==> src/hw/flash_seq_regs.svh <==
// constants for the flash row write latch sequencer
`ifndef FLASH_SEQ_REGS_SVH
`define FLASH_SEQ_REGS_SVH

`define UNLOCK_KEY_FIRST   8'h55
`define UNLOCK_KEY_SECOND  8'hAA
`define LATCH_ERASED_VALUE 16'h7FFF
`define NUM_WRITE_LATCHES  32
`define ADDR_HIGH_W        7
`define BYTE_W             8
`define ADDR_W             15
`define ROW_W              10
`define LATCH_IDX_W        5
`define WORD_W             16
`define ADDR_RESET         15'h0000
`define BYTE_RESET         8'h00

`endif

==> src/hw/flash_seq_pkg.sv <==
// types for the flash row write latch sequencer
package flash_seq_pkg;

    typedef enum logic [2:0] {
        U_NONE = 3'b001,
        U_KEY1 = 3'b010,
        U_KEY2 = 3'b100
    } unlock_state_t;

    typedef enum logic [4:0] {
        M_IDLE  = 5'b00001,
        M_PROG  = 5'b00010,
        M_PWAIT = 5'b00100,
        M_ERASE = 5'b01000,
        M_EWAIT = 5'b10000
    } main_state_t;

endpackage

==> src/hw/latch_bus_if.sv <==
// write latch bank access between sequencer and bank
`timescale 1ns/1ps
interface latch_bus_if #(
    parameter int IDX_W  = 5,
    parameter int WORD_W = 16
);
    logic              wr_en;
    logic [IDX_W-1:0]  wr_idx;
    logic [WORD_W-1:0] wr_data;
    logic              clr;
    logic [IDX_W-1:0]  rd_idx;
    logic [WORD_W-1:0] rd_data;

    modport seq  (output wr_en, wr_idx, wr_data, clr, rd_idx, input rd_data);
    modport bank (input wr_en, wr_idx, wr_data, clr, rd_idx, output rd_data);
endinterface

==> src/hw/write_latch_bank.sv <==
// bank of program flash write latches
`timescale 1ns/1ps
`include "flash_seq_regs.svh"
module write_latch_bank
    import flash_seq_pkg::*;
#(
    parameter int NUM_LATCH = `NUM_WRITE_LATCHES,
    parameter int IDX_W     = `LATCH_IDX_W
) (
    input wire logic   mclk_in,
    input wire logic   rst_n_in,
    latch_bus_if.bank  bus
);
    logic [`WORD_W-1:0] mem_q [NUM_LATCH];

    initial begin
        if (NUM_LATCH != (1 << IDX_W)) begin
            $error("latch count must equal two to the index width");
        end
    end

    always_ff @(posedge mclk_in or negedge rst_n_in) begin
        if (!rst_n_in) begin
            for (int i = 0; i < NUM_LATCH; i++) begin
                mem_q[i] <= `LATCH_ERASED_VALUE;
            end
        end else if (bus.clr) begin
            for (int i = 0; i < NUM_LATCH; i++) begin
                mem_q[i] <= `LATCH_ERASED_VALUE;
            end
        end else if (bus.wr_en) begin
            mem_q[bus.wr_idx] <= bus.wr_data;
        end
    end

    assign bus.rd_data = mem_q[bus.rd_idx];
endmodule

==> src/hw/flash_row_write_latch_sequencer.sv <==
// flash row write latch sequencer: unlock, latch load, row program and erase
`timescale 1ns/1ps
`include "flash_seq_regs.svh"
module flash_row_write_latch_sequencer
    import flash_seq_pkg::*;
#(
    parameter int NUM_LATCH = `NUM_WRITE_LATCHES
) (
    input  wire logic                     mclk_in,
    input  wire logic                     rst_n_in,
    // software side
    input  wire logic [`BYTE_W-1:0]       wdata_in,
    input  wire logic                     addr_high_wr_in,
    input  wire logic                     addr_low_wr_in,
    input  wire logic                     data_high_wr_in,
    input  wire logic                     data_low_wr_in,
    input  wire logic                     key_wr_in,
    input  wire logic                     start_wr_in,
    input  wire logic                     other_access_in,
    input  wire logic                     write_permit_in,
    input  wire logic                     config_space_select_in,
    input  wire logic                     latch_only_in,
    input  wire logic                     row_erase_in,
    output logic [`ADDR_W-1:0]            flash_addr_out,
    output logic [`WORD_W-1:0]            flash_data_out,
    output logic                          busy_out,
    output logic                          unlock_armed_out,
    output logic                          latch_loaded_out,
    output logic                          op_done_out,
    // flash array side
    output logic                          prog_valid_out,
    output logic                          erase_req_out,
    output logic [`ADDR_W-1:0]            prog_addr_out,
    output logic [`WORD_W-1:0]            prog_data_out,
    input  wire logic                     prog_ready_in,
    input  wire logic                     flash_done_in
);
    localparam int IDX_W = `LATCH_IDX_W;

    initial begin
        if (NUM_LATCH != (1 << IDX_W)) begin
            $error("latch count must equal two to the index width");
        end
    end

    unlock_state_t unlock_q, unlock_d;
    main_state_t   main_q, main_d;

    logic [`ADDR_HIGH_W-1:0] addr_high_q;
    logic [`BYTE_W-1:0]      addr_low_q;
    logic [`BYTE_W-1:0]      data_high_q;
    logic [`BYTE_W-1:0]      data_low_q;
    logic [`ROW_W-1:0]       row_q;
    logic [IDX_W-1:0]        cnt_q, cnt_d;
    logic                    loaded_q;
    logic                    done_q;

    latch_bus_if #(.IDX_W(IDX_W), .WORD_W(`WORD_W)) lat ();

    write_latch_bank #(
        .NUM_LATCH (NUM_LATCH),
        .IDX_W     (IDX_W)
    ) u_bank (
        .mclk_in  (mclk_in),
        .rst_n_in (rst_n_in),
        .bus      (lat.bank)
    );

    // decoding
    wire logic [`ADDR_W-1:0] cur_addr   = {addr_high_q, addr_low_q};
    wire logic [`ROW_W-1:0]  cur_row    = cur_addr[`ADDR_W-1:IDX_W];
    wire logic [IDX_W-1:0]   cur_idx    = cur_addr[IDX_W-1:0];
    wire logic               idle       = (main_q == M_IDLE);
    wire logic               reg_write  = addr_high_wr_in | addr_low_wr_in
                                        | data_high_wr_in | data_low_wr_in;
    wire logic               key1_ok    = key_wr_in && (wdata_in == `UNLOCK_KEY_FIRST);
    wire logic               key2_ok    = key_wr_in && (wdata_in == `UNLOCK_KEY_SECOND);
    wire logic               abort_acc  = reg_write | other_access_in;
    wire logic               permitted  = write_permit_in && !config_space_select_in;
    // start counts only right after both keys
    wire logic               start_ok   = start_wr_in && (unlock_q == U_KEY2)
                                        && permitted && idle;
    // latch only mode loads one latch
    wire logic               do_load    = start_ok && latch_only_in;
    // program all latches into the row
    wire logic               do_prog    = start_ok && !latch_only_in && !row_erase_in;
    // erase request is whole row only
    wire logic               do_erase   = start_ok && !latch_only_in && row_erase_in;
    wire logic               last_word  = (cnt_q == IDX_W'(NUM_LATCH - 1));
    wire logic               prog_fire  = (main_q == M_PROG) && prog_ready_in;

    always_comb begin
        unlock_d = unlock_q;
        unique case (unlock_q)
            U_NONE: begin
                if (key1_ok && !abort_acc && !start_wr_in) begin
                    unlock_d = U_KEY1;
                end
            end
            U_KEY1: begin
                if (key2_ok && !abort_acc && !start_wr_in) begin
                    unlock_d = U_KEY2;
                end else if (key_wr_in || abort_acc || start_wr_in) begin
                    unlock_d = U_NONE;
                end
            end
            U_KEY2: begin
                if (key_wr_in || abort_acc || start_wr_in) begin
                    unlock_d = U_NONE;
                end
            end
        endcase
    end

    // main operation state machine
    always_comb begin
        main_d = main_q;
        cnt_d  = cnt_q;
        unique case (main_q)
            M_IDLE: begin
                cnt_d = '0;
                if (do_prog) begin
                    main_d = M_PROG;
                end else if (do_erase) begin
                    main_d = M_ERASE;
                end
            end
            M_PROG: begin
                // walk exactly the latches of one row
                if (prog_fire) begin
                    cnt_d = cnt_q + IDX_W'(1);
                    if (last_word) begin
                        main_d = M_PWAIT;
                    end
                end
            end
            M_PWAIT: begin
                if (flash_done_in) begin
                    main_d = M_IDLE;
                end
            end
            M_ERASE: begin
                if (prog_ready_in) begin
                    main_d = M_EWAIT;
                end
            end
            M_EWAIT: begin
                if (flash_done_in) begin
                    main_d = M_IDLE;
                end
            end
        endcase
    end

    // full fifteen bit word address held
    always_ff @(posedge mclk_in or negedge rst_n_in) begin
        if (!rst_n_in) begin
            addr_high_q <= `ADDR_HIGH_W'(`ADDR_RESET >> `BYTE_W);
            addr_low_q  <= `BYTE_RESET;
            data_high_q <= `BYTE_RESET;
            data_low_q  <= `BYTE_RESET;
        end else begin
            if (addr_high_wr_in) addr_high_q <= wdata_in[`ADDR_HIGH_W-1:0];
            if (addr_low_wr_in)  addr_low_q  <= wdata_in;
            if (data_high_wr_in) data_high_q <= wdata_in;
            if (data_low_wr_in)  data_low_q  <= wdata_in;
        end
    end

    always_ff @(posedge mclk_in or negedge rst_n_in) begin
        if (!rst_n_in) begin
            unlock_q <= U_NONE;
            main_q   <= M_IDLE;
            cnt_q    <= '0;
            row_q    <= '0;
            loaded_q <= 1'b0;
            done_q   <= 1'b0;
        end else begin
            unlock_q <= unlock_d;
            main_q   <= main_d;
            cnt_q    <= cnt_d;
            loaded_q <= do_load;
            done_q   <= flash_done_in && (main_q == M_PWAIT || main_q == M_EWAIT);
            if (start_ok) row_q <= cur_row;
        end
    end

    // latch load from data pair at index
    assign lat.wr_en   = do_load;
    assign lat.wr_idx  = cur_idx;
    assign lat.wr_data = {data_high_q, data_low_q};
    // reset latches when a program completes
    assign lat.clr     = (main_q == M_PWAIT) && flash_done_in;
    assign lat.rd_idx  = cnt_q;

    assign erase_req_out    = (main_q == M_ERASE);
    assign prog_valid_out   = (main_q == M_PROG);
    assign prog_addr_out    = {row_q, (main_q == M_PROG) ? cnt_q : IDX_W'(0)};
    assign prog_data_out    = lat.rd_data;
    assign flash_addr_out   = cur_addr;
    assign flash_data_out   = {data_high_q, data_low_q};
    assign busy_out         = !idle;
    assign unlock_armed_out = (unlock_q == U_KEY2);
    assign latch_loaded_out = loaded_q;
    assign op_done_out      = done_q;
endmodule

==> config.mk <==
export PLATFORM = sky130hd
export DESIGN_NAME = flash_row_write_latch_sequencer
export DESIGN_NICKNAME = d
export VERILOG_FILES = /design/src/hw/flash_seq_pkg.sv /design/src/hw/latch_bus_if.sv /design/src/hw/write_latch_bank.sv /design/src/hw/flash_row_write_latch_sequencer.sv
export VERILOG_INCLUDE_DIRS = /design/src /design/src/hw
export SDC_FILE = /design/constraint.sdc
export NUM_CORES = 1
export LEC_CHECK = 0
export BUFFER_PORTS_ARGS = -buffer_cell sky130_fd_sc_hd__buf_2
export CORE_MARGIN = 8
export CORE_UTILIZATION = 29
export DETAILED_ROUTE_END_ITERATION = 7
export SKIP_CTS_REPAIR_TIMING = 1
export SYNTH_ARGS = -nofsm -noshare
export SYNTH_HDL_FRONTEND = slang
export SYNTH_SLANG_ARGS = --single-unit
export TNS_END_PERCENT = 5
==> constraint.sdc <==
create_clock -name mclk_in -period 3.21 [get_ports mclk_in]
set_clock_uncertainty 0.15 [all_clocks]
set_input_delay 0.642 -clock mclk_in [delete_from_list [all_inputs] [get_ports mclk_in]]
set_output_delay 0.642 -clock mclk_in [all_outputs]
set_load 0.03 [all_outputs]
==> metrics <==
classification of the worst-slack hold path input port to async pin; area of the core 0.0917 sq mm; total congestion overflow after global routing 0; highest ir drop seen on vdd 409 uV; number of H-tree branching levels 2; reported max-cap violation count 0; setup TNS -4660 ps; data arrival at the endpoint of the critical path around 2800 ps; synthesized netlist net count 2,456; number of diodes 0; Highest Clock Rate 280 MHz; horizontal die dimension 320 um; slew of the pin with the lowest slew margin 877 ps; Finish-stage setup viols 16; layer with the highest usage after global routing met2; Total Die Area 0.103 sq mm; Worst Path Required 2420 ps; number of remaining DRC errors 0; global routing usage on met1 19.5%; Layout Cells excl Fill 3,698; share of the synthesized area in the top cell type 47.2%; Int Power between 10 and 15 mW; Reg power frac between 40% and 50%; number of nets with antenna violations after routing 0; cell depth of the worst flop-to-flop path 7; worst-case headroom to the max-slew limit between 40 and 50%; violations in the final reports setup timing; Worst R2R End u_bank.mem_q[127]; biggest area contributors in the synthesized netlist dfstp_2 47%, a21oi_1 9.0%, nor3_1 9.0%; status finished with violations; sequential area share after synthesis 55.2%; maximum fanout encountered on the critical timing path 13; initial core utilization 29.3%; cell types with the highest counts after synthesis 482 x dfstp_2, 481 x a21oi_1, 481 x nor3_1; drt wl/cell 20.8 um; total power consumption of the routed design about 17 mW; detail-routed via count per cell 5.28; post-synthesis average cell area 11.0 sq um; switching portion of total power between 20% and 30%; main flop type after synthesis dfstp_2; antenna violations before repair 0; number of synthesized register bits 568; die height approximately 320 um; clock net sink count around 570; Pwr Density 543 mW/mm^2; Final Routed Wirelength 77,100 um; Combinational Power Share around an eighth; clock latency on the worst-skew pair 610 ps; number of global-route vias before repair between 15k and 20k; Slew Limit Fails 0; maximum number of pins on one net before global-route repair 99; Post-Place Cells about 3.6k; number of synthesized flops with an enable pin 0; most frequently used cell type in the post-synthesis netlist dfstp_2; classification of the worst setup path flip-flop to output port; overall track demand over capacity in global routing around 14%; Worst R2R Start main_q[0]; DRC marker count from the first detailed-route iteration approximately 1.4k; # port buffers 90; Place WS -89.3 ps; buffer depth of the longest clock path 3; fraction of layout cells with a size suffix above 1 approximately 43%; gpl congestion 0.783; Async SR Flop Fraction 100%; Cell Rows about 110; length of the first detailed-routing pass in iterations 5; Cell Area, Synth 0.0268 sq mm; type of element launching the critical path flip-flop; total leakage power between 10 and 15 nW; hold violation total from the final report 0; TritonCTS clock tree done; total number of vias 19.5k; io pins 91; NetSw 4.49 mW; Reg2Reg Setup Slack between 300 and 400 ps; detailed placement HPWL 48,000 um; final setup slack of the worst path -364 ps; Worst setup EP type output port; number of warning messages in the yosys log 0; Worst-path clk slew roughly 60 ps; number of nets at the end of the flow approximately 2.5k; met3 Resource Use GR under 10%; Clock Power Share 38.0%; RSZ-0062 raised after global routing true; met2 global-route usage 22.8%; fill cell total of the finished layout 9,005; area added between synthesis and finish 18.2%; clock buffer count from CTS 56; clock tree root buffer cell clkbuf_16; wire length of the first global-routing pass 118,000 um; share of the clock period used by the worst path 111%; Synth Instances 2,431; count of unique library cells instantiated by Yosys 51; crit path time final 3570 ps; dominant cell type by area after synthesis dfstp_2
layout make-up:
| class | count | area (sq um) | share of cell area, % |
|---|---|---|---|
| flip-flops and latches | 568 | 14800 | 46.7 |
| multi-input cells | 1577 | 11100 | 34.8 |
| repair buffers | 255 | 2540 | 8.01 |
| clock buffers | 85 | 1600 | 5.04 |
| well taps | 1186 | 1480 | 4.67 |
| clock inverters | 20 | 210 | 0.662 |
| inverters | 7 | 26.3 | 0.0828 |
how the worst max path moves through the flow:
stage / from / to / slack (ps) / cells past startpoint
2_1_floorplan: cnt_q[0] / prog_data_out[6] / 120 / 8
3_3_place_gp: cnt_q[1] / prog_data_out[14] / -90 / 7
3_5_place_dp: cnt_q[1] / prog_data_out[14] / -90 / 7
4_1_cts: cnt_q[1] / prog_data_out[14] / -770 / 7
5_1_grt: cnt_q[0] / prog_data_out[14] / -460 / 10
6_report: cnt_q[0] / prog_data_out[15] / -360 / 8
cell families after synthesis:
group,share of synthesized area [%]
AND/OR/NAND/NOR,14.0
AO/OA/AOI/OAI,14.0
flip-flops,55.2
buffers and inverters,5.04
multiplexers,11.5
XOR/XNOR,0.131
adder cells (fa/ha/maj),0.0932
worst max-delay path: stages (launching register included):
cell	delay (ps)
dfrtp_4	590
buf_4	190
buf_12	150
mux2i_1	170
a211oi_2	290
buf_4	150
o21ai_0	130
a22oi_2	290
buf_6	190
per-layer routing:
layer / part of all wire, % / routed length (um)
met5: 0 / 0
met2: 47 / 35900
met3: 5.1 / 3950
met1: 45 / 34900
met4: 2.9 / 2270
power by group through the flow:
| stage | Sequential (mW) | Combinational, mW | Clock (mW) |
|---|---|---|---|
| 2_1_floorplan | 8.62 | 1.35 | 0 |
| 6_report | 8.60 | 2.08 | 6.56 |
| 3_3_place_gp | 8.68 | 2.01 | 0 |
| 3_5_place_dp | 8.70 | 2.04 | 0 |
| 5_1_grt | 8.69 | 2.29 | 6.98 |
| 4_1_cts | 8.59 | 2.05 | 6.71 |
sequential cells by signal (all words and copies together), names as in the netlist:
signal	flops
data_high_q	8
unlock_q	3
addr_high_q	7
latch_loaded_out	1
data_low_q	8
cnt_q	5
u_bank.mem_q	512
op_done_out	1
addr_low_q	8
row_q	10
main_q	5
metrics by stage:
step / cell area [sq um] / utilization (%) / hold WS (ps)
floorplan: 26800 / - / 196
global placement: 29200 / 31.8 / 336
detailed placement: 29200 / 31.8 / 344
CTS: 31000 / 33.8 / 114
global route: 31700 / 34.6 / 147
finish: 31700 / 34.6 / 139
placed cells by master, fill, tap and decap left out, types with 20 or more instances in the layout:
cell       netlist  layout
buf_4           28     102
mux2i_1         82      81
nor3_1         481     481
mux2_2          43      43
nor2_2           0      21
o21ai_1         14      22
o21ai_0         44      34
nand2_1         44      43
clkbuf_1       153      20
mux4_2          79      79
a22oi_2          0      29
dfrtp_1         86      84
nand3_1         38      38
dfstp_2        482     482
a211oi_1        50      34
buf_2           78      77
clkbuf_16        0      60
a21oi_2         21      23
buf_12           0      48
a21oi_1        481     479
Note: power is estimated with default switching activity, not from simulation.
